[config.mk]
export PLATFORM = sky130hd
export DESIGN_NAME = cca_headend_flat
export DESIGN_NICKNAME = d
export VERILOG_FILES = /design/src/hw/cca_pkg.sv /design/src/hw/cca_link_if.sv /design/src/hw/cca_headend.sv /design/src/flat_wrapper.sv
export SDC_FILE = /design/constraint.sdc
export NUM_CORES = 1
export LEC_CHECK = 0
export ABC_AREA = 0
export BUFFER_PORTS_ARGS = -buffer_cell sky130_fd_sc_hd__clkbuf_2
export CORE_ASPECT_RATIO = 0.7
export CORE_MARGIN = 3
export CORE_UTILIZATION = 34
export DETAILED_ROUTE_END_ITERATION = 8
export PLACE_DENSITY = 0.6
export SETUP_SLACK_MARGIN = 0.15
export SKIP_CTS_REPAIR_TIMING = 1
export SYNTH_ARGS = -nofsm -noshare
export SYNTH_HDL_FRONTEND = slang
export SYNTH_SLANG_ARGS = --single-unit
[constraint.sdc]
create_clock -name clk_sys -period 5.8 [get_ports clk_sys]
set_clock_uncertainty 0.2 [all_clocks]
set_input_delay 1.45 -clock clk_sys [delete_from_list [all_inputs] [get_ports clk_sys]]
set_output_delay 1.45 -clock clk_sys [all_outputs]
set_load 0.005 [all_outputs]
[src/hw/cca_pkg.sv]
// Package of the channel-change arrival timer ends.
// Assumes a 50 MHz system clock on both ends.
package cca_pkg;
  localparam int          CLK_HZ        = 50_000_000;
  localparam int          MS_CYC        = CLK_HZ / 1000;
  localparam int          DEF_JUMP_MS   = 1300;
  localparam int          ALLOW_MIN_MS  = 20;
  localparam int          ALLOW_MAX_MS  = 40;
  localparam int          TXN_BOUND_MS  = 4000;
  localparam int          DIRECT_MS     = 1000;
  localparam int          ABORT_RACE_MS = 1200;
  localparam int          RNG_INT_RST   = 1000;
  localparam int          ALLOW_RST     = 40;
  // Register byte offsets
  localparam logic [11:0] OFF_CMD       = 12'h000;
  localparam logic [11:0] OFF_RNG_INT   = 12'h004;
  localparam logic [11:0] OFF_ALLOW     = 12'h008;
  localparam logic [11:0] OFF_STATUS    = 12'h00C;
  localparam logic [11:0] OFF_HOLD      = 12'h010;
  localparam logic [11:0] OFF_INT_STAT  = 12'h014;
  localparam logic [11:0] OFF_INT_MASK  = 12'h018;
  // Command word fields
  localparam int          CMD_GO_BIT    = 0;
  localparam int          CMD_TECH_LSB  = 4;
  localparam int          CMD_HINT_BIT  = 8;
  localparam int          CMD_CRCE_BIT  = 9;
  // Interrupt bits
  localparam int          IRQ_ARRIVED   = 0;
  localparam int          IRQ_EXPIRED   = 1;
  localparam int          IRQ_ABORTED   = 2;
  localparam int          IRQ_CRC_DROP  = 3;
  localparam int          IRQ_LATE      = 4;
  localparam int          IRQ_W         = 5;
  // Initialization technique codes
  localparam logic [2:0]  TECH_RESET    = 3'h0;
  localparam logic [2:0]  TECH_MAINT    = 3'h2;
  localparam logic [2:0]  TECH_DIRECT   = 3'h4;
endpackage : cca_pkg

[src/hw/cca_link_if.sv]
// Link carrying channel-change messages between head-end and modem.
// Both ends share clk_sys; bench joins the two modports.
`timescale 1ns/10ps
`default_nettype none
interface cca_link_if;
  logic        req_vld;
  logic [2:0]  req_tech;
  logic        req_hints;
  logic        ack_vld;
  logic        he_crc_ok;
  logic        sched;
  logic        rsp_vld;
  logic        rsp_arrive;
  logic        rsp_jump_vld;
  logic [15:0] rsp_jump_ms;
  logic        rng_req;
  logic        cm_crc_ok;
  modport headend (output req_vld, req_tech, req_hints, ack_vld,
                   he_crc_ok, sched,
                   input  rsp_vld, rsp_arrive, rsp_jump_vld, rsp_jump_ms,
                   rng_req, cm_crc_ok);
  modport modem   (input  req_vld, req_tech, req_hints, ack_vld,
                   he_crc_ok, sched,
                   output rsp_vld, rsp_arrive, rsp_jump_vld, rsp_jump_ms,
                   rng_req, cm_crc_ok);
endinterface : cca_link_if
`default_nettype wire

[src/hw/cca_headend.sv]
// Destination head-end: issues change requests, runs the hold timer.
// Assumes an APB master on clk_sys and a modem on the link.
// Function
// - Hold timer is jump time plus allowance
// - Absent jump element means 1300 ms jump
// - Allowance: twice ranging interval plus 20-40 ms
// - Technique 4 means use channels directly
// - Technique 2 means station maintenance first
// - Maintenance: schedule modem right after request
// - Modem maintains without waiting for sync
// - Direct use should finish within 1 s
// - Lost depart: old-end abort releases resources
// - Discard messages with failed CRC
// - Transaction should finish within four seconds
// - MAC reset not tracked; stray events ignored
// - Ranging or bandwidth request proves arrival
// - Hold timer expiry releases reserved resources
//
// Chosen here: the register addresses and the APB slave port.
`timescale 1ns/10ps
`default_nettype none
module cca_headend
  import cca_pkg::*;
#(
  parameter int MS_CYCLES = MS_CYC
) (
  input  wire logic        clk_sys,
  input  wire logic        resetn,
  input  wire logic        ce,
  cca_link_if.headend      link,
  input  wire logic        psel,
  input  wire logic        penable,
  input  wire logic        pwrite,
  input  wire logic [11:0] paddr,
  input  wire logic [31:0] pwdata,
  output logic      [31:0] prdata,
  output logic             pready,
  output logic             pslverr,
  input  wire logic        old_abort,
  output logic             resv_held,
  output logic             irq
);
  typedef enum logic [1:0] {
    HE_IDLE = 2'b00,
    HE_HOLD = 2'b01,
    HE_DONE = 2'b10
  } cca_he_st_t;

  typedef struct packed {
    cca_he_st_t         st;
    logic [15:0]        tick;
    logic [19:0]        hold_ms;
    logic [15:0]        elapsed;
    logic [15:0]        jump_used;
    logic [2:0]         tech;
    logic               req_vld;
    logic               hints;
    logic               ack_vld;
    logic               crc_ok;
    logic               crc_err;
    logic               sched;
    logic [15:0]        rng_int;
    logic [5:0]         allow;
    logic [IRQ_W-1:0]   int_stat;
    logic [IRQ_W-1:0]   int_mask;
    logic [31:0]        prdata;
    logic               pready;
    logic               pslverr;
    logic               irq;
    logic               held;
  } cca_he_t;

  cca_he_t          s_r;
  cca_he_t          s_nxt;
  logic             ms_tick;
  logic             setup;
  logic             wr;
  logic             arrive_ev;
  logic             depart_ok;
  logic [IRQ_W-1:0] ev;
  logic [19:0]      allowance;

  assign ms_tick   = (s_r.tick == 16'(MS_CYCLES - 1));
  assign setup     = psel && !penable;
  assign wr        = psel && penable && pwrite && s_r.pready;
  // Receipt allowance from the current interval and margin
  assign allowance = {3'b000, s_r.rng_int, 1'b0}
                     + {14'h0000, s_r.allow};
  // Arrival evidence on the new channel, good CRC only
  assign arrive_ev = link.cm_crc_ok
                     && ((link.rsp_vld && link.rsp_arrive)
                         || link.rng_req);
  assign depart_ok = link.cm_crc_ok && link.rsp_vld && !link.rsp_arrive;

  always_comb begin
    s_nxt         = s_r;
    ev            = '0;
    s_nxt.req_vld = 1'b0;
    s_nxt.ack_vld = 1'b0;
    s_nxt.tick    = ms_tick ? 16'h0000 : s_r.tick + 16'h0001;
    if ((link.rsp_vld || link.rng_req) && !link.cm_crc_ok) begin
      ev[IRQ_CRC_DROP] = 1'b1;
    end
    case (s_r.st)
      HE_IDLE: begin
        s_nxt.sched = 1'b0;
      end
      HE_HOLD: begin
        if (ms_tick) begin
          s_nxt.elapsed = s_r.elapsed + 16'h0001;
          if (s_r.hold_ms != 20'h00000) begin
            s_nxt.hold_ms = s_r.hold_ms - 20'h00001;
          end
          if (s_r.elapsed == 16'(TXN_BOUND_MS - 1)) begin
            ev[IRQ_LATE] = 1'b1;
          end
        end
        if (depart_ok && link.rsp_jump_vld) begin
          s_nxt.jump_used = link.rsp_jump_ms;
          s_nxt.hold_ms = {4'h0, link.rsp_jump_ms} + allowance;
        end
        if (arrive_ev) begin
          s_nxt.ack_vld   = 1'b1;
          s_nxt.sched     = 1'b0;
          s_nxt.st        = HE_DONE;
          ev[IRQ_ARRIVED] = 1'b1;
        end else if (old_abort) begin
          s_nxt.sched     = 1'b0;
          s_nxt.st        = HE_DONE;
          ev[IRQ_ABORTED] = 1'b1;
        end else if (s_r.hold_ms == 20'h00000) begin
          s_nxt.sched     = 1'b0;
          s_nxt.st        = HE_DONE;
          ev[IRQ_EXPIRED] = 1'b1;
        end
      end
      HE_DONE: begin
        s_nxt.st = HE_IDLE;
      end
      default: s_nxt.st = HE_IDLE;
    endcase
    // Register writes
    if (wr) begin
      case (paddr)
        OFF_CMD: begin
          if (pwdata[CMD_GO_BIT] && s_r.st == HE_IDLE) begin
            s_nxt.req_vld   = 1'b1;
            s_nxt.tech      = pwdata[CMD_TECH_LSB +: 3];
            s_nxt.hints     = pwdata[CMD_HINT_BIT];
            s_nxt.crc_err   = pwdata[CMD_CRCE_BIT];
            s_nxt.jump_used = 16'(DEF_JUMP_MS);
            s_nxt.hold_ms   = 20'(DEF_JUMP_MS) + allowance;
            s_nxt.elapsed   = 16'h0000;
            // MAC reset changes are not tracked here
            s_nxt.st = (pwdata[CMD_TECH_LSB +: 3] == TECH_RESET)
                       ? HE_IDLE : HE_HOLD;
            s_nxt.sched = (pwdata[CMD_TECH_LSB +: 3] == TECH_MAINT)
                          && !pwdata[CMD_CRCE_BIT];
          end
        end
        OFF_RNG_INT: s_nxt.rng_int = pwdata[15:0];
        OFF_ALLOW: begin
          if (pwdata < 32'(ALLOW_MIN_MS)) begin
            s_nxt.allow = 6'(ALLOW_MIN_MS);
          end else if (pwdata > 32'(ALLOW_MAX_MS)) begin
            s_nxt.allow = 6'(ALLOW_MAX_MS);
          end else begin
            s_nxt.allow = pwdata[5:0];
          end
        end
        OFF_INT_MASK: s_nxt.int_mask = pwdata[IRQ_W-1:0];
        default: ;
      endcase
    end
    // Sticky status: a new event wins over a clear
    if (wr && paddr == OFF_INT_STAT) begin
      s_nxt.int_stat = (s_r.int_stat & ~pwdata[IRQ_W-1:0]) | ev;
    end else begin
      s_nxt.int_stat = s_r.int_stat | ev;
    end
    s_nxt.crc_ok = !(s_nxt.req_vld && s_nxt.crc_err);
    s_nxt.irq    = |(s_nxt.int_stat & s_nxt.int_mask);
    s_nxt.held   = (s_nxt.st == HE_HOLD);
    // APB answer, one access cycle per transfer
    s_nxt.pready  = setup;
    s_nxt.pslverr = 1'b0;
    s_nxt.prdata  = 32'h00000000;
    if (setup) begin
      case (paddr)
        OFF_CMD: begin
          s_nxt.prdata[CMD_TECH_LSB +: 3] = s_r.tech;
          s_nxt.prdata[CMD_HINT_BIT]      = s_r.hints;
        end
        OFF_RNG_INT:  s_nxt.prdata[15:0] = s_r.rng_int;
        OFF_ALLOW:    s_nxt.prdata[5:0] = s_r.allow;
        OFF_STATUS: begin
          s_nxt.prdata[1:0]   = s_r.st;
          s_nxt.prdata[2]     = s_r.sched;
          s_nxt.prdata[31:16] = s_r.jump_used;
        end
        OFF_HOLD:     s_nxt.prdata[19:0] = s_r.hold_ms;
        OFF_INT_STAT: s_nxt.prdata[IRQ_W-1:0] = s_r.int_stat;
        OFF_INT_MASK: s_nxt.prdata[IRQ_W-1:0] = s_r.int_mask;
        default:      s_nxt.pslverr = 1'b1;
      endcase
    end
  end

  always_ff @(posedge clk_sys or negedge resetn) begin
    if (!resetn) begin
      s_r <= '{st: HE_IDLE, rng_int: 16'(RNG_INT_RST),
               allow: 6'(ALLOW_RST), crc_ok: 1'b1, default: '0};
    end else if (ce) begin
      s_r <= s_nxt;
    end
  end

  assign link.req_vld   = s_r.req_vld;
  assign link.req_tech  = s_r.tech;
  assign link.req_hints = s_r.hints;
  assign link.ack_vld   = s_r.ack_vld;
  assign link.he_crc_ok = s_r.crc_ok;
  assign link.sched     = s_r.sched;
  assign prdata         = s_r.prdata;
  assign pready         = s_r.pready;
  assign pslverr        = s_r.pslverr;
  assign resv_held      = s_r.held;
  assign irq            = s_r.irq;
endmodule : cca_headend
`default_nettype wire

[src/flat_wrapper.sv]
// flat-port wrapper written by rule: the top's interface ports become plain ports
module cca_headend_flat import cca_pkg::*;
#(
  parameter int MS_CYCLES = MS_CYC
)
  (clk_sys, resetn, ce, psel, penable, pwrite, paddr, pwdata, prdata, pready, pslverr, old_abort, resv_held, irq, link_req_vld, link_req_tech, link_req_hints, link_ack_vld, link_he_crc_ok, link_sched, link_rsp_vld, link_rsp_arrive, link_rsp_jump_vld, link_rsp_jump_ms, link_rng_req, link_cm_crc_ok);
  cca_link_if link_i ();
  input  wire logic clk_sys;
  input  wire logic resetn;
  input  wire logic ce;
  input  wire logic psel;
  input  wire logic penable;
  input  wire logic pwrite;
  input  wire logic [11:0] paddr;
  input  wire logic [31:0] pwdata;
  output logic      [31:0] prdata;
  output logic pready;
  output logic pslverr;
  input  wire logic old_abort;
  output logic resv_held;
  output logic irq;
  output wire logic [$bits(link_i.req_vld)-1:0] link_req_vld;
  output wire logic [$bits(link_i.req_tech)-1:0] link_req_tech;
  output wire logic [$bits(link_i.req_hints)-1:0] link_req_hints;
  output wire logic [$bits(link_i.ack_vld)-1:0] link_ack_vld;
  output wire logic [$bits(link_i.he_crc_ok)-1:0] link_he_crc_ok;
  output wire logic [$bits(link_i.sched)-1:0] link_sched;
  input wire logic [$bits(link_i.rsp_vld)-1:0] link_rsp_vld;
  input wire logic [$bits(link_i.rsp_arrive)-1:0] link_rsp_arrive;
  input wire logic [$bits(link_i.rsp_jump_vld)-1:0] link_rsp_jump_vld;
  input wire logic [$bits(link_i.rsp_jump_ms)-1:0] link_rsp_jump_ms;
  input wire logic [$bits(link_i.rng_req)-1:0] link_rng_req;
  input wire logic [$bits(link_i.cm_crc_ok)-1:0] link_cm_crc_ok;
  assign link_req_vld = link_i.req_vld;
  assign link_req_tech = link_i.req_tech;
  assign link_req_hints = link_i.req_hints;
  assign link_ack_vld = link_i.ack_vld;
  assign link_he_crc_ok = link_i.he_crc_ok;
  assign link_sched = link_i.sched;
  assign link_i.rsp_vld = link_rsp_vld;
  assign link_i.rsp_arrive = link_rsp_arrive;
  assign link_i.rsp_jump_vld = link_rsp_jump_vld;
  assign link_i.rsp_jump_ms = link_rsp_jump_ms;
  assign link_i.rng_req = link_rng_req;
  assign link_i.cm_crc_ok = link_cm_crc_ok;
  cca_headend #(.MS_CYCLES(MS_CYCLES)) u_core (.clk_sys(clk_sys), .resetn(resetn), .ce(ce), .link(link_i), .psel(psel), .penable(penable), .pwrite(pwrite), .paddr(paddr), .pwdata(pwdata), .prdata(prdata), .pready(pready), .pslverr(pslverr), .old_abort(old_abort), .resv_held(resv_held), .irq(irq));
endmodule
* Word level (Yosys, flattened, before mapping)
Index checks and enable logic that the tools add are counted.
W data, S select, Z words.
** Storage, ports and cells
- Bits in registers :: 147
- Output and inout port bits :: 44
** Cells by class
- $add $sub $neg :: 6
- $lt $le $gt $ge :: 2
- Equal/unequal tests :: 11
- Mux-type cells :: 55
- Bitwise operators :: 5
- Reduce and logical (&&, ||, !) cells :: 31
** Operator list (count)
- $mux W57 :: 3
- $mux W52 :: 1
- $mux W16 :: 3
- $mux W20 :: 2
- $eq A12 B5 Y1 const B :: 3
- $mux W36 :: 1
- $add A16 B1 Y16 const B :: 2
- $gt A32 B6 Y1 const B :: 1
- $lt A32 B5 Y1 const B :: 1
- $mux W32 :: 1
- $eq A12 B4 Y1 const B :: 2
- $mux W24 :: 1
- $add A11 B20 Y20 const A :: 1
- $add A16 B20 Y20 :: 1
- $logic_not A20 Y1 :: 1
- $reduce_bool A20 Y1 :: 1
- $sub A20 B1 Y20 const B :: 1
- $add A17 B6 Y18 :: 1
- $mux W2 :: 9
- $mux W6 :: 3
- $pmux W3 S6 :: 1
- $eq A16 B12 Y1 const B :: 1
- $eq A16 B16 Y1 const B :: 1
- $mux W1 :: 15
- 27 further kinds :: 53

* Longest topological paths before layout
Gate-level depths: netlist (run 1).
- Word-level depth :: 10
- Gate-level depth with buffers :: 18

* Worst setup path before layout (run 1)
No wires, ideal clock.
- Path type :: register to register
- Start :: register u_core.s_r[47] (netlist bit)
- End :: register u_core.s_r[125] (netlist bit)
- Arrival time :: 3.704 ns
- Required time :: 5.458 ns
- Path slack :: 1.753 ns
- Stages on the path, launching flop included :: 18
- Buffers on the path :: 0
- Path through :: dfrtp_1 ha_1 inv_1 fa_1 nor2b_1 o311a_1 o21ai_1 xnor2_1 inv_1 ha_1 a21oi_1 nand2_1 o21ai_0 o21ai_0 a41o_1 a31oi_1 xor2_1 o221ai_1
** On the way
- Cells in the longest elaborated chain, start to end :: 7
- Elaborated cells between the ends (all ways) :: 8
** Ends and longest elaborated chain
- from (decl) :: RTL line cca_headend.sv:73 : cca_he_t s_r;
- from (signal assigned) :: RTL line cca_headend.sv:211 : s_r <= '{st: HE_IDLE, rng_int: 16'(RNG_INT_RST),
- from (signal assigned) :: RTL line cca_headend.sv:214 : s_r <= s_nxt;
- $add A17 B6 Y18 * :: RTL line cca_headend.sv:88 : + {14'h0000, s_r.allow};
- $add A16 B20 Y20 :: RTL line cca_headend.sv:120 : s_nxt.hold_ms = {4'h0, link.rsp_jump_ms} + allowance;
- $mux W20 :: RTL line cca_headend.sv:118 : if (depart_ok && link.rsp_jump_vld) begin
- $mux W52 :: RTL line cca_headend.sv:104 : case (s_r.st)
- $mux W57 :: RTL line cca_headend.sv:146 : if (pwdata[CMD_GO_BIT] && s_r.st == HE_IDLE) begin
- $mux W57 :: RTL line cca_headend.sv:144 : case (paddr)
- $mux W57 * :: RTL line cca_headend.sv:143 : if (wr) begin
Every way passes the cells marked *; elsewhere a longest branch is shown, timed or not.
A chain may end at the register's enable or synchronous reset.

* Worst setup path after layout (run 1)
Ends and elaborated chain as after synthesis.

==> metrics.yaml, run 1 <==
outcome:
  status: "complete, no violations"
routing:
  dr.first_iter.drc_count: 906
  drt-total-wl_um: 29400
  drc_errors: 0
  firstDrtPassIters: 5
  vias: 8336
  vias_per_cell: 5.49
  wire_per_inst_um: 19.3
  final_antenna_net_count: 0
critical_path:
  startpoint_type: "flip-flop"
  r2r_start: "u_core.s_r[47]$_DFFE_PN0P_"
  timing.rr.end: "u_core.s_r[125]$_DFFE_PN0P_"
  crit_path_max_fanout: 6
  reg2reg_slack_ps: 1060
  reg2reg_depth: 17
  cp.arrival_ps: 4810
  cp.required_ps: 5870
  end_kind: "flip-flop"
  worstSetupPathType: "flip-flop to flip-flop"
sta:
  relSlewSlack: 0.287
  rsz0062_at_grt: "no"
  setup_tns_ps: 0
  fin_ws_ps: 1060
  finalSetupViolCount: 0
  fmaxAchievable_ghz: 0.211
  worstMarginPinSlew_ps: 1070
  slew_viol_final: 0
  fin_crit_ps: 4740
  hold_viol_final: 0
  post-route-period-util: 0.818
global_routing:
  grt_pass1_wl_um: 46800
  grt_max_degree: 86
  grt_pass1_vias: 8056
  antenna_found_initial: 0
  grt_util_all_layers: 0.200
  grt-ovfl-total: 0
synth:
  synth_top_area_share: 0.361
  synth-xor-area-share: 0.0598
  ys_ff_latch: 146
  synth-simple-area-share: 0.213
  synth_nets: 1182
  synth-edff-count: 0
  postSynthCellCount: 1083
  synth_warnings: 0
  yosysUniqueCellTypes: 88
  muxShareOfSynthArea: 0.0400
  synth_top_area_cell: "dfrtp_1"
  post_synth.cell_area_avg_um2: 8.76
  ys_seq_area_frac: 0.386
  synth.most_common_cell: "dfrtp_1"
  synth.area.top_cells: "dfrtp_1 36%, nand2_1 5.0%, nor2_1 3.5%"
  syn_area_um2: 9490
  synthFlopType: "dfrtp_1"
  synth-compound-area-share: 0.191
  synthArstFlopShare: 1.00
  yosys-top-cells-count: "137 x dfrtp_1, 126 x nand2_1, 88 x nor2_1"
  synth_fa_ha_area_frac: 0.0372
  synth_top_family_by_area: "simple AND/OR/NAND/NOR gates"
cts:
  htree_num_levels: 4
  clkTransAtPathRegs_ps: 60
  tritoncts: "yes"
  cts_buffer_depth: 2
  cts_buffers: 17
  clk-insertion-delay-late_ps: 440
  cts_root_buffer: "clkbuf_16"
  cts.sinks: 146
worst_hold_path:
  hp-start: "u_core.s_r[82]$_DFFE_PN0P_"
  hold_end: "u_core.prdata[21]$_DFFE_PN0P_"
  min_path_type: "flip-flop to flip-flop"
  hold_depth: 2
layout:
  fill_cells: 2735
  regArea_um2: 3660
  diodes: 0
  drive_gt1_frac: 0.190
  nNetsFinal: 1241
  area_delta_synth_final_pct: 13.0
  multi_input_area_um2: 5130
  postLayoutCoreUtil: 0.396
floorplanning:
  io_pins: 116
  std_cell_rows: 50
  dieArea_um2: 30000
  start_util: 0.350
  core-area_um2: 27100
  die_w_um: 206
  fp.dieH_um: 146
place:
  portBuffers: 115
  dp_hpwl_um: 22100
  place_ws_ps: 1160
  place.gp.congestion: 0.908
flow_run:
  maxCapViolCount: 0
power_and_ir_drop:
  peakVddDrop_v: 0.000172
  power_density_nw_per_um2: 249
  p_leak_nw: 4.64
==> flip-flops by register name (all words and copies together), names as in the netlist <==
| signal | cells |
|---|---|
| u_core.irq | 1 |
| u_core.link.ack_vld | 1 |
| u_core.link.he_crc_ok | 1 |
| u_core.link.req_hints | 1 |
| u_core.link.req_tech | 3 |
| u_core.link.req_vld | 1 |
| u_core.link.sched | 1 |
| u_core.prdata | 32 |
| u_core.pready | 1 |
| u_core.pslverr | 1 |
| u_core.resv_held | 1 |
| u_core.s_r | 102 |
==> kinds of logic after synthesis <==
group | Yosys count
flops | 146
fa+ha+maj | 27
mux | 35
compound gates | 271
buf+inv | 143
simple gates | 398
xor+xnor | 63
==> through the flow <==
step	power [mW]	instance area [um2]	instances	hold WS (ps)
floorplan	1.39	9490	1083	250
global placement	1.53	10100	1487	266
detailed placement	1.53	10100	1487	271
CTS	2.69	10700	1519	288
global route	2.80	10700	1519	299
finish	2.67	10700	1519	287
==> critical path, stage by stage (launching register included) <==
cell,delay (ps)
dfrtp_1,390
ha_1,260
inv_1,80
fa_1,400
nor2b_1,220
o311a_1,310
o21ai_1,120
xnor2_1,430
inv_1,100
ha_1,350
a21oi_1,210
nand2_1,70
o21ai_0,310
o21ai_0,230
a41o_1,310
a31oi_1,270
xor2_1,190
o221ai_1,130
==> layer usage <==
layer | vias up | wire [um] | global-route usage
met5 | - | 0 | 0
met4 | 0 | 216 | 0.0321
met2 | 318 | 12200 | 0.273
met3 | 18 | 2620 | 0.0588
met1 | 4036 | 14300 | 0.313
li1 | 3964 | - | -
==> layout by cell type (no fill, tap or decap), types with 27 or more instances in the layout <==
cell      count
a21oi_1      62
clkbuf_2    114
dfrtp_1     137
inv_1        60
nand2_1     126
nand3_1      34
nor2_1       88
o21ai_0      60
o22ai_1      27
xnor2_1      32
xor2_1       29
==> cell type report <==
type                    count  share of cell area
clock buffers              19              0.0413
flip-flops and latches    146               0.342
well taps                 364              0.0425
inverters                  60              0.0210
repair buffers            123              0.0599
multi-input cells         794               0.479
clock inverters            13              0.0149
==> power breakdown <==
part / internal, mW / leakage, nW / switching [mW]
Sequential: 1.10 / 1.90 / 0.111
Combinational: 0.129 / 2.45 / 0.185
Clock: 0.687 / 0.293 / 0.462
Total: 1.91 / 4.64 / 0.758
==> worst max path at each step <==
stage	from	endpoint	depth (start not counted)
finish	u_core.s_r[47]$_DFFE_PN0P_	u_core.s_r[125]$_DFFE_PN0P_	17
global route	u_core.s_r[47]$_DFFE_PN0P_	u_core.s_r[125]$_DFFE_PN0P_	17
floorplan	u_core.s_r[47]$_DFFE_PN0P_	u_core.s_r[125]$_DFFE_PN0P_	17
detailed placement	u_core.s_r[47]$_DFFE_PN0P_	u_core.s_r[125]$_DFFE_PN0P_	17
CTS	u_core.s_r[47]$_DFFE_PN0P_	u_core.s_r[125]$_DFFE_PN0P_	17
global placement	u_core.s_r[47]$_DFFE_PN0P_	u_core.s_r[125]$_DFFE_PN0P_	17
Power figures use the tool's default switching activity.
==> run 2, diff against run 1 <==
ABC_AREA = 1   (was 0)
clock period = 4.5 ns   (was 5.8 ns; I/O delays follow)
==> metrics.yaml, run 2 <==
outcome:
  status: "complete, no violations"
layout:
  fill_cells: 3101
  final_common_cell: "nand2_1"
  most-common-layout-cells: "354 x nand2_1, 218 x inv_1, 150 x nand3_1, 145 x nor2_1, 137 x dfrtp_1"
  nNetsFinal: 1685
  fin_cells: 2004
  diodes: 0
  regMostFlops: "u_core.s_r"
  largest_reg_flops: 102
  drive_gt1_frac: 0.123
  area_delta_synth_final_pct: 13.2
synth:
  synth.most_common_cell: "nand2_1"
  synthFlopType: "dfrtp_1"
  syn_area_um2: 10300
  ys_ff_latch: 146
  synth_top_area_cell: "dfrtp_1"
  synthArstFlopShare: 1.00
  synth_top_area_share: 0.331
  postSynthCellCount: 1508
  yosysUniqueCellTypes: 58
  post_synth.cell_area_avg_um2: 6.86
  ys_seq_area_frac: 0.354
  synth_nets: 1607
  synth.area.top_cells: "dfrtp_1 33%, nand2_1 13%, inv_1 7.9%"
  synth-edff-count: 0
  yosys-top-cells-count: "354 x nand2_1, 219 x inv_1, 150 x nand3_1"
  synth_warnings: 0
global_routing:
  grt_util_met1: 0.363
  grt_util_all_layers: 0.224
  use_met2: 0.300
  grt_pass1_vias: 9632
  grt_pass1_wl_um: 57100
  met3_usage: 0.0471
  busiest_layer: "met1"
  grt-ovfl-total: 0
  antenna_found_initial: 0
  grt_max_degree: 71
sta:
  slew_viol_final: 0
  worstMarginPinSlew_ps: 811
  hold_viol_final: 0
  fmaxAchievable_ghz: 0.261
  finalSetupViolCount: 0
  relSlewSlack: 0.456
  post-route-period-util: 0.852
  rsz0062_at_grt: "no"
  fin_crit_ps: 3830
  setup_tns_ps: 0
power_and_ir_drop:
  peakVddDrop_v: 0.000222
  sw_frac_of_total: 0.321
  clock_power_share: 0.393
  power_density_nw_per_um2: 298
  p_leak_nw: 5.97
  internal_power_mw: 2.37
  p_seq_frac: 0.429
  p_switching_mw: 1.12
  power_frac_comb: 0.178
routing:
  drt-total-wl_um: 36800
  wire_per_inst_um: 18.4
  vias_per_cell: 5.29
  firstDrtPassIters: 5
  dr.first_iter.drc_count: 1209
  vias: 10600
  final_antenna_net_count: 0
  drc_errors: 0
critical_path:
  end_kind: "flip-flop"
  worstSetupPathType: "flip-flop to flip-flop"
  cp.required_ps: 4640
  r2r_start: "u_core.s_r[47]$_DFFE_PN0P_"
  startpoint_type: "flip-flop"
  crit_path_max_fanout: 5
  cp.arrival_ps: 3980
  cp-startpoint: "u_core.s_r[47]$_DFFE_PN0P_"
floorplanning:
  start_util: 0.352
  io_pins: 116
  dieArea_um2: 32600
  core-area_um2: 29400
  std_cell_rows: 52
  die_w_um: 215
  fp.dieH_um: 152
worst_hold_path:
  min_path_type: "flip-flop to flip-flop"
  hp-start: "u_core.prdata[31]$_DFFE_PN0P_"
place:
  dp_hpwl_um: 29200
  portBuffers: 115
  dp.cells: 1972
  place.gp.congestion: 0.973
cts:
  clkTransAtPathRegs_ps: 70
  cts_buffer_depth: 2
  htree_num_levels: 4
  cts.sinks: 146
  cts_buffers: 17
  tritoncts: "yes"
  cts_root_buffer: "clkbuf_16"
  clk-insertion-delay-late_ps: 450
flow_run:
  maxCapViolCount: 0
run 2: cell types whose count changed after synthesis, sizes merged, moves of 14 or more:
cell | previous run | this run
a22oi | 20 | 1
inv | 60 | 223
mux2 | 23 | 0
and3 | 15 | 1
nand2 | 126 | 358
nand3 | 36 | 150
xnor2 | 32 | 4
nor2 | 90 | 149
nor3 | 22 | 36
o21ai | 67 | 110
run 2: worst paths after layout:
kind / endpoint / slack, ps / cells past startpoint
worst min-delay path: u_core.prdata[31]$_DFFE_PN0P_ / 280 / 2
worst max-delay path: u_core.s_r[126]$_DFFE_PN0P_ / 670 / 27
min in group asynchronous: u_core.s_r[39]$_DFFE_PN0P_ / 490 / 1
worst max register to register: u_core.s_r[126]$_DFFE_PN0P_ / 670 / 27
worst min register to register: u_core.prdata[31]$_DFFE_PN0P_ / 280 / 2
max in group asynchronous: u_core.s_r[108]$_DFFE_PN0P_ / 2770 / 2
run 2: per-stage QoR:
step	hold WS [ps]	total power, mW	setup slack [ps]	util	area, um2
2_1_floorplan	250	1.87	1230	-	10300
3_3_place_gp	266	2.11	794	0.379	11200
3_5_place_dp	270	2.12	756	0.379	11200
4_1_cts	286	3.49	742	0.398	11700
5_1_grt	299	3.64	279	0.398	11700
6_report	281	3.49	668	0.398	11700
run 2: cell families after synthesis:
| group | after synthesis | share of synthesized area |
|---|---|---|
| adders and majority gates | 27 | 0.0341 |
| AOI/OAI and AO/OA | 271 | 0.154 |
| DFF | 146 | 0.354 |
| xor gates and xnor gates | 22 | 0.0193 |
| muxes | 5 | 0.00484 |
| buffers and inverters | 296 | 0.123 |
| and+or+nand+nor | 741 | 0.311 |
run 2: power by group through the flow:
stage / Combinational (mW) / Sequential, mW / Clock [mW]
after floorplan: 0.390 / 1.48 / 0
after global placement: 0.601 / 1.51 / 0
after detailed placement: 0.604 / 1.51 / 0
after CTS: 0.607 / 1.49 / 1.39
after global routing: 0.697 / 1.51 / 1.44
final: 0.620 / 1.50 / 1.37
run 2: final cells by class:
type                    instances  area (um2)  area share
clock buffers                  22         484      0.0413
clock inverters                10        75.1     0.00641
inverters                     224         842      0.0719
multi-input cells            1066        5420       0.462
flip-flops and latches        146        3660       0.313
well taps                     405         507      0.0433
repair buffers                131         727      0.0621
run 2: worst max-delay path: stages, from the launching register on:
cell and delay [ps]:
dfrtp_1 380, ha_1 250, inv_1 80, fa_1 400, inv_1 90, nand3_1 80
nand2_2 130, nand2_1 80, nand2_1 70, nand2_1 50, nand2_1 100, inv_1 130
ha_1 360, nand2_1 130, nor2_1 160, nand3_1 90, nand3_1 160, nand2_1 120
inv_1 70, nand3_1 80, nand2_1 70, nand2_1 50, nand3_1 120, nand2_1 70
nand2_1 60, nand2_1 50, nand2_1 60, nand2_1 40
run 2: per-layer routing:
layer	vias up	wire length (um)
li1	5124	-
met1	4937	18500
met2	501	14200
met3	35	3720
met4	0	388
met5	-	0
==> run 3, diff against run 2 <==
BUFFER_PORTS_ARGS = -buffer_cell sky130_fd_sc_hd__buf_2   (was -buffer_cell sky130_fd_sc_hd__clkbuf_2)
CORE_UTILIZATION = 41   (was 34)
PLACE_DENSITY = 0.68   (was 0.6)
==> metrics.yaml, run 3 (synthesized netlist as in run 2, its figures left out) <==
sta:
  setup_tns_ps: 0
  fmaxAchievable_ghz: 0.258
  hold_viol_final: 0
  relSlewSlack: 0.479
  rsz0062_at_grt: "no"
  slew_viol_final: 0
  worstMarginPinSlew_ps: 777
  finalSetupViolCount: 0
  fin_crit_ps: 3870
  post-route-period-util: 0.861
critical_path:
  cp.required_ps: 4690
  crit_path_max_fanout: 5
  worstSetupPathType: "flip-flop to flip-flop"
  endpoint: "u_core.s_r[125]$_DFFE_PN0P_"
  reg2reg_slack_ps: 630
  end_kind: "flip-flop"
  timing.rr.end: "u_core.s_r[125]$_DFFE_PN0P_"
  startpoint_type: "flip-flop"
  r2r_start: "u_core.s_r[52]$_DFFE_PN0P_"
  reg2reg_depth: 24
  cp.arrival_ps: 4060
  cp-startpoint: "u_core.s_r[52]$_DFFE_PN0P_"
global_routing:
  antenna_found_initial: 2
  grt_pass1_vias: 9587
  grt_pass1_wl_um: 55300
  grt_util_all_layers: 0.260
  grt-ovfl-total: 0
  grt_max_degree: 62
floorplanning:
  fp.dieH_um: 139
  std_cell_rows: 47
  dieArea_um2: 27200
  die_w_um: 196
  start_util: 0.427
  io_pins: 116
  core-area_um2: 24200
routing:
  drc_errors: 0
  vias: 10500
  drt-total-wl_um: 35300
  firstDrtPassIters: 5
  final_antenna_net_count: 0
  vias_per_cell: 5.49
  dr.first_iter.drc_count: 1213
  wire_per_inst_um: 18.4
worst_hold_path:
  min_path_type: "flip-flop to flip-flop"
flow_run:
  maxCapViolCount: 0
power_and_ir_drop:
  p_leak_nw: 6.00
  power_density_nw_per_um2: 313
  sw_frac_of_total: 0.317
  power_frac_comb: 0.168
  p_seq_frac: 0.409
  internal_power_mw: 2.49
  peakVddDrop_v: 0.000295
  p_switching_mw: 1.16
  clock_power_share: 0.423
place:
  dp_hpwl_um: 27500
  dpl_cell_area_um2: 11000
  portBuffers: 115
  place.gp.congestion: 0.972
layout:
  largest_reg_flops: 102
  nNetsFinal: 1682
  finalInstanceArea_um2: 11600
  drive_gt1_frac: 0.122
  final_common_cell: "nand2_1"
  area_delta_synth_final_pct: 12.4
  diodes: 0
  regMostFlops: "u_core.s_r"
  most-common-layout-cells: "354 x nand2_1, 218 x inv_1, 150 x nand3_1, 145 x nor2_1, 137 x dfrtp_1"
  fill_cells: 2526
cts:
  tritoncts: "yes"
  cts_buffers: 17
  cts_buffer_depth: 2
  clkTransAtPathRegs_ps: 70
  clk-insertion-delay-late_ps: 450
  htree_num_levels: 4
  cts_root_buffer: "clkbuf_16"
  cts.sinks: 146
outcome:
  status: "complete, no violations"
==> run 3: cell type report <==
class / instances / area (um2) / share of cell area
clock inverters: 15 / 195 / 0.0168
repair buffers: 128 / 692 / 0.0595
well taps: 318 / 398 / 0.0342
clock buffers: 17 / 425 / 0.0366
multi-input cells: 1066 / 5420 / 0.466
inverters: 224 / 842 / 0.0724
flip-flops and latches: 146 / 3660 / 0.315
==> run 3: power groups by stage <==
stage / combinational [mW] / sequential [mW] / clock [mW]
floorplan: 0.390 / 1.48 / 0
global placement: 0.593 / 1.51 / 0
detailed placement: 0.596 / 1.51 / 0
CTS: 0.599 / 1.49 / 1.56
global route: 0.692 / 1.50 / 1.60
finish: 0.612 / 1.49 / 1.54
==> run 3: metal layers <==
layer,track usage,routed length [um],share of wire
met2,0.347,13600,0.39
met3,0.0896,4290,0.12
met5,0,18,0.00051
met4,0.0724,731,0.021
met1,0.395,16600,0.47
==> run 3: worst min-delay path by stage <==
stage                                        from                             to  slack [ps]  cells past startpoint
floorplan            u_core.prdata[8]$_DFFE_PN0P_   u_core.prdata[8]$_DFFE_PN0P_         250                      2
global placement     u_core.prdata[4]$_DFFE_PN0P_   u_core.prdata[4]$_DFFE_PN0P_         260                      2
detailed placement  u_core.prdata[29]$_DFFE_PN0P_  u_core.prdata[29]$_DFFE_PN0P_         270                      2
CTS                 u_core.prdata[29]$_DFFE_PN0P_  u_core.prdata[29]$_DFFE_PN0P_         280                      2
global route        u_core.prdata[29]$_DFFE_PN0P_  u_core.prdata[29]$_DFFE_PN0P_         310                      2
finish              u_core.prdata[29]$_DFFE_PN0P_  u_core.prdata[29]$_DFFE_PN0P_         280                      2
==> run 3: per-stage QoR <==
step,total power [mW],setup WS (ps),instances,utilization,hold slack (ps)
after floorplan,1.87,1230,1508,-,250
after global placement,2.10,764,1882,0.455,260
after detailed placement,2.11,712,1882,0.455,265
after CTS,3.65,675,1914,0.480,282
after global routing,3.80,192,1914,0.480,308
final,3.64,626,1914,0.480,275
==> run 3: critical path: stages (launching register included) <==
cell and delay [ps]:
dfrtp_1 390, ha_1 260, inv_1 80, fa_1 400, inv_1 90, nand3_1 80
nand2_2 150, nand2_1 80, nand2_1 80, nand2_1 50, nand2_1 110, inv_1 130
ha_1 350, a21oi_1 320, o21ai_0 160, nand2_1 70, and2_0 110, nand2_1 90
nand2_1 70, nand2_1 50, o21ai_0 190, nand2_1 80, nand3_1 90, nand3_1 80
nand2_1 60
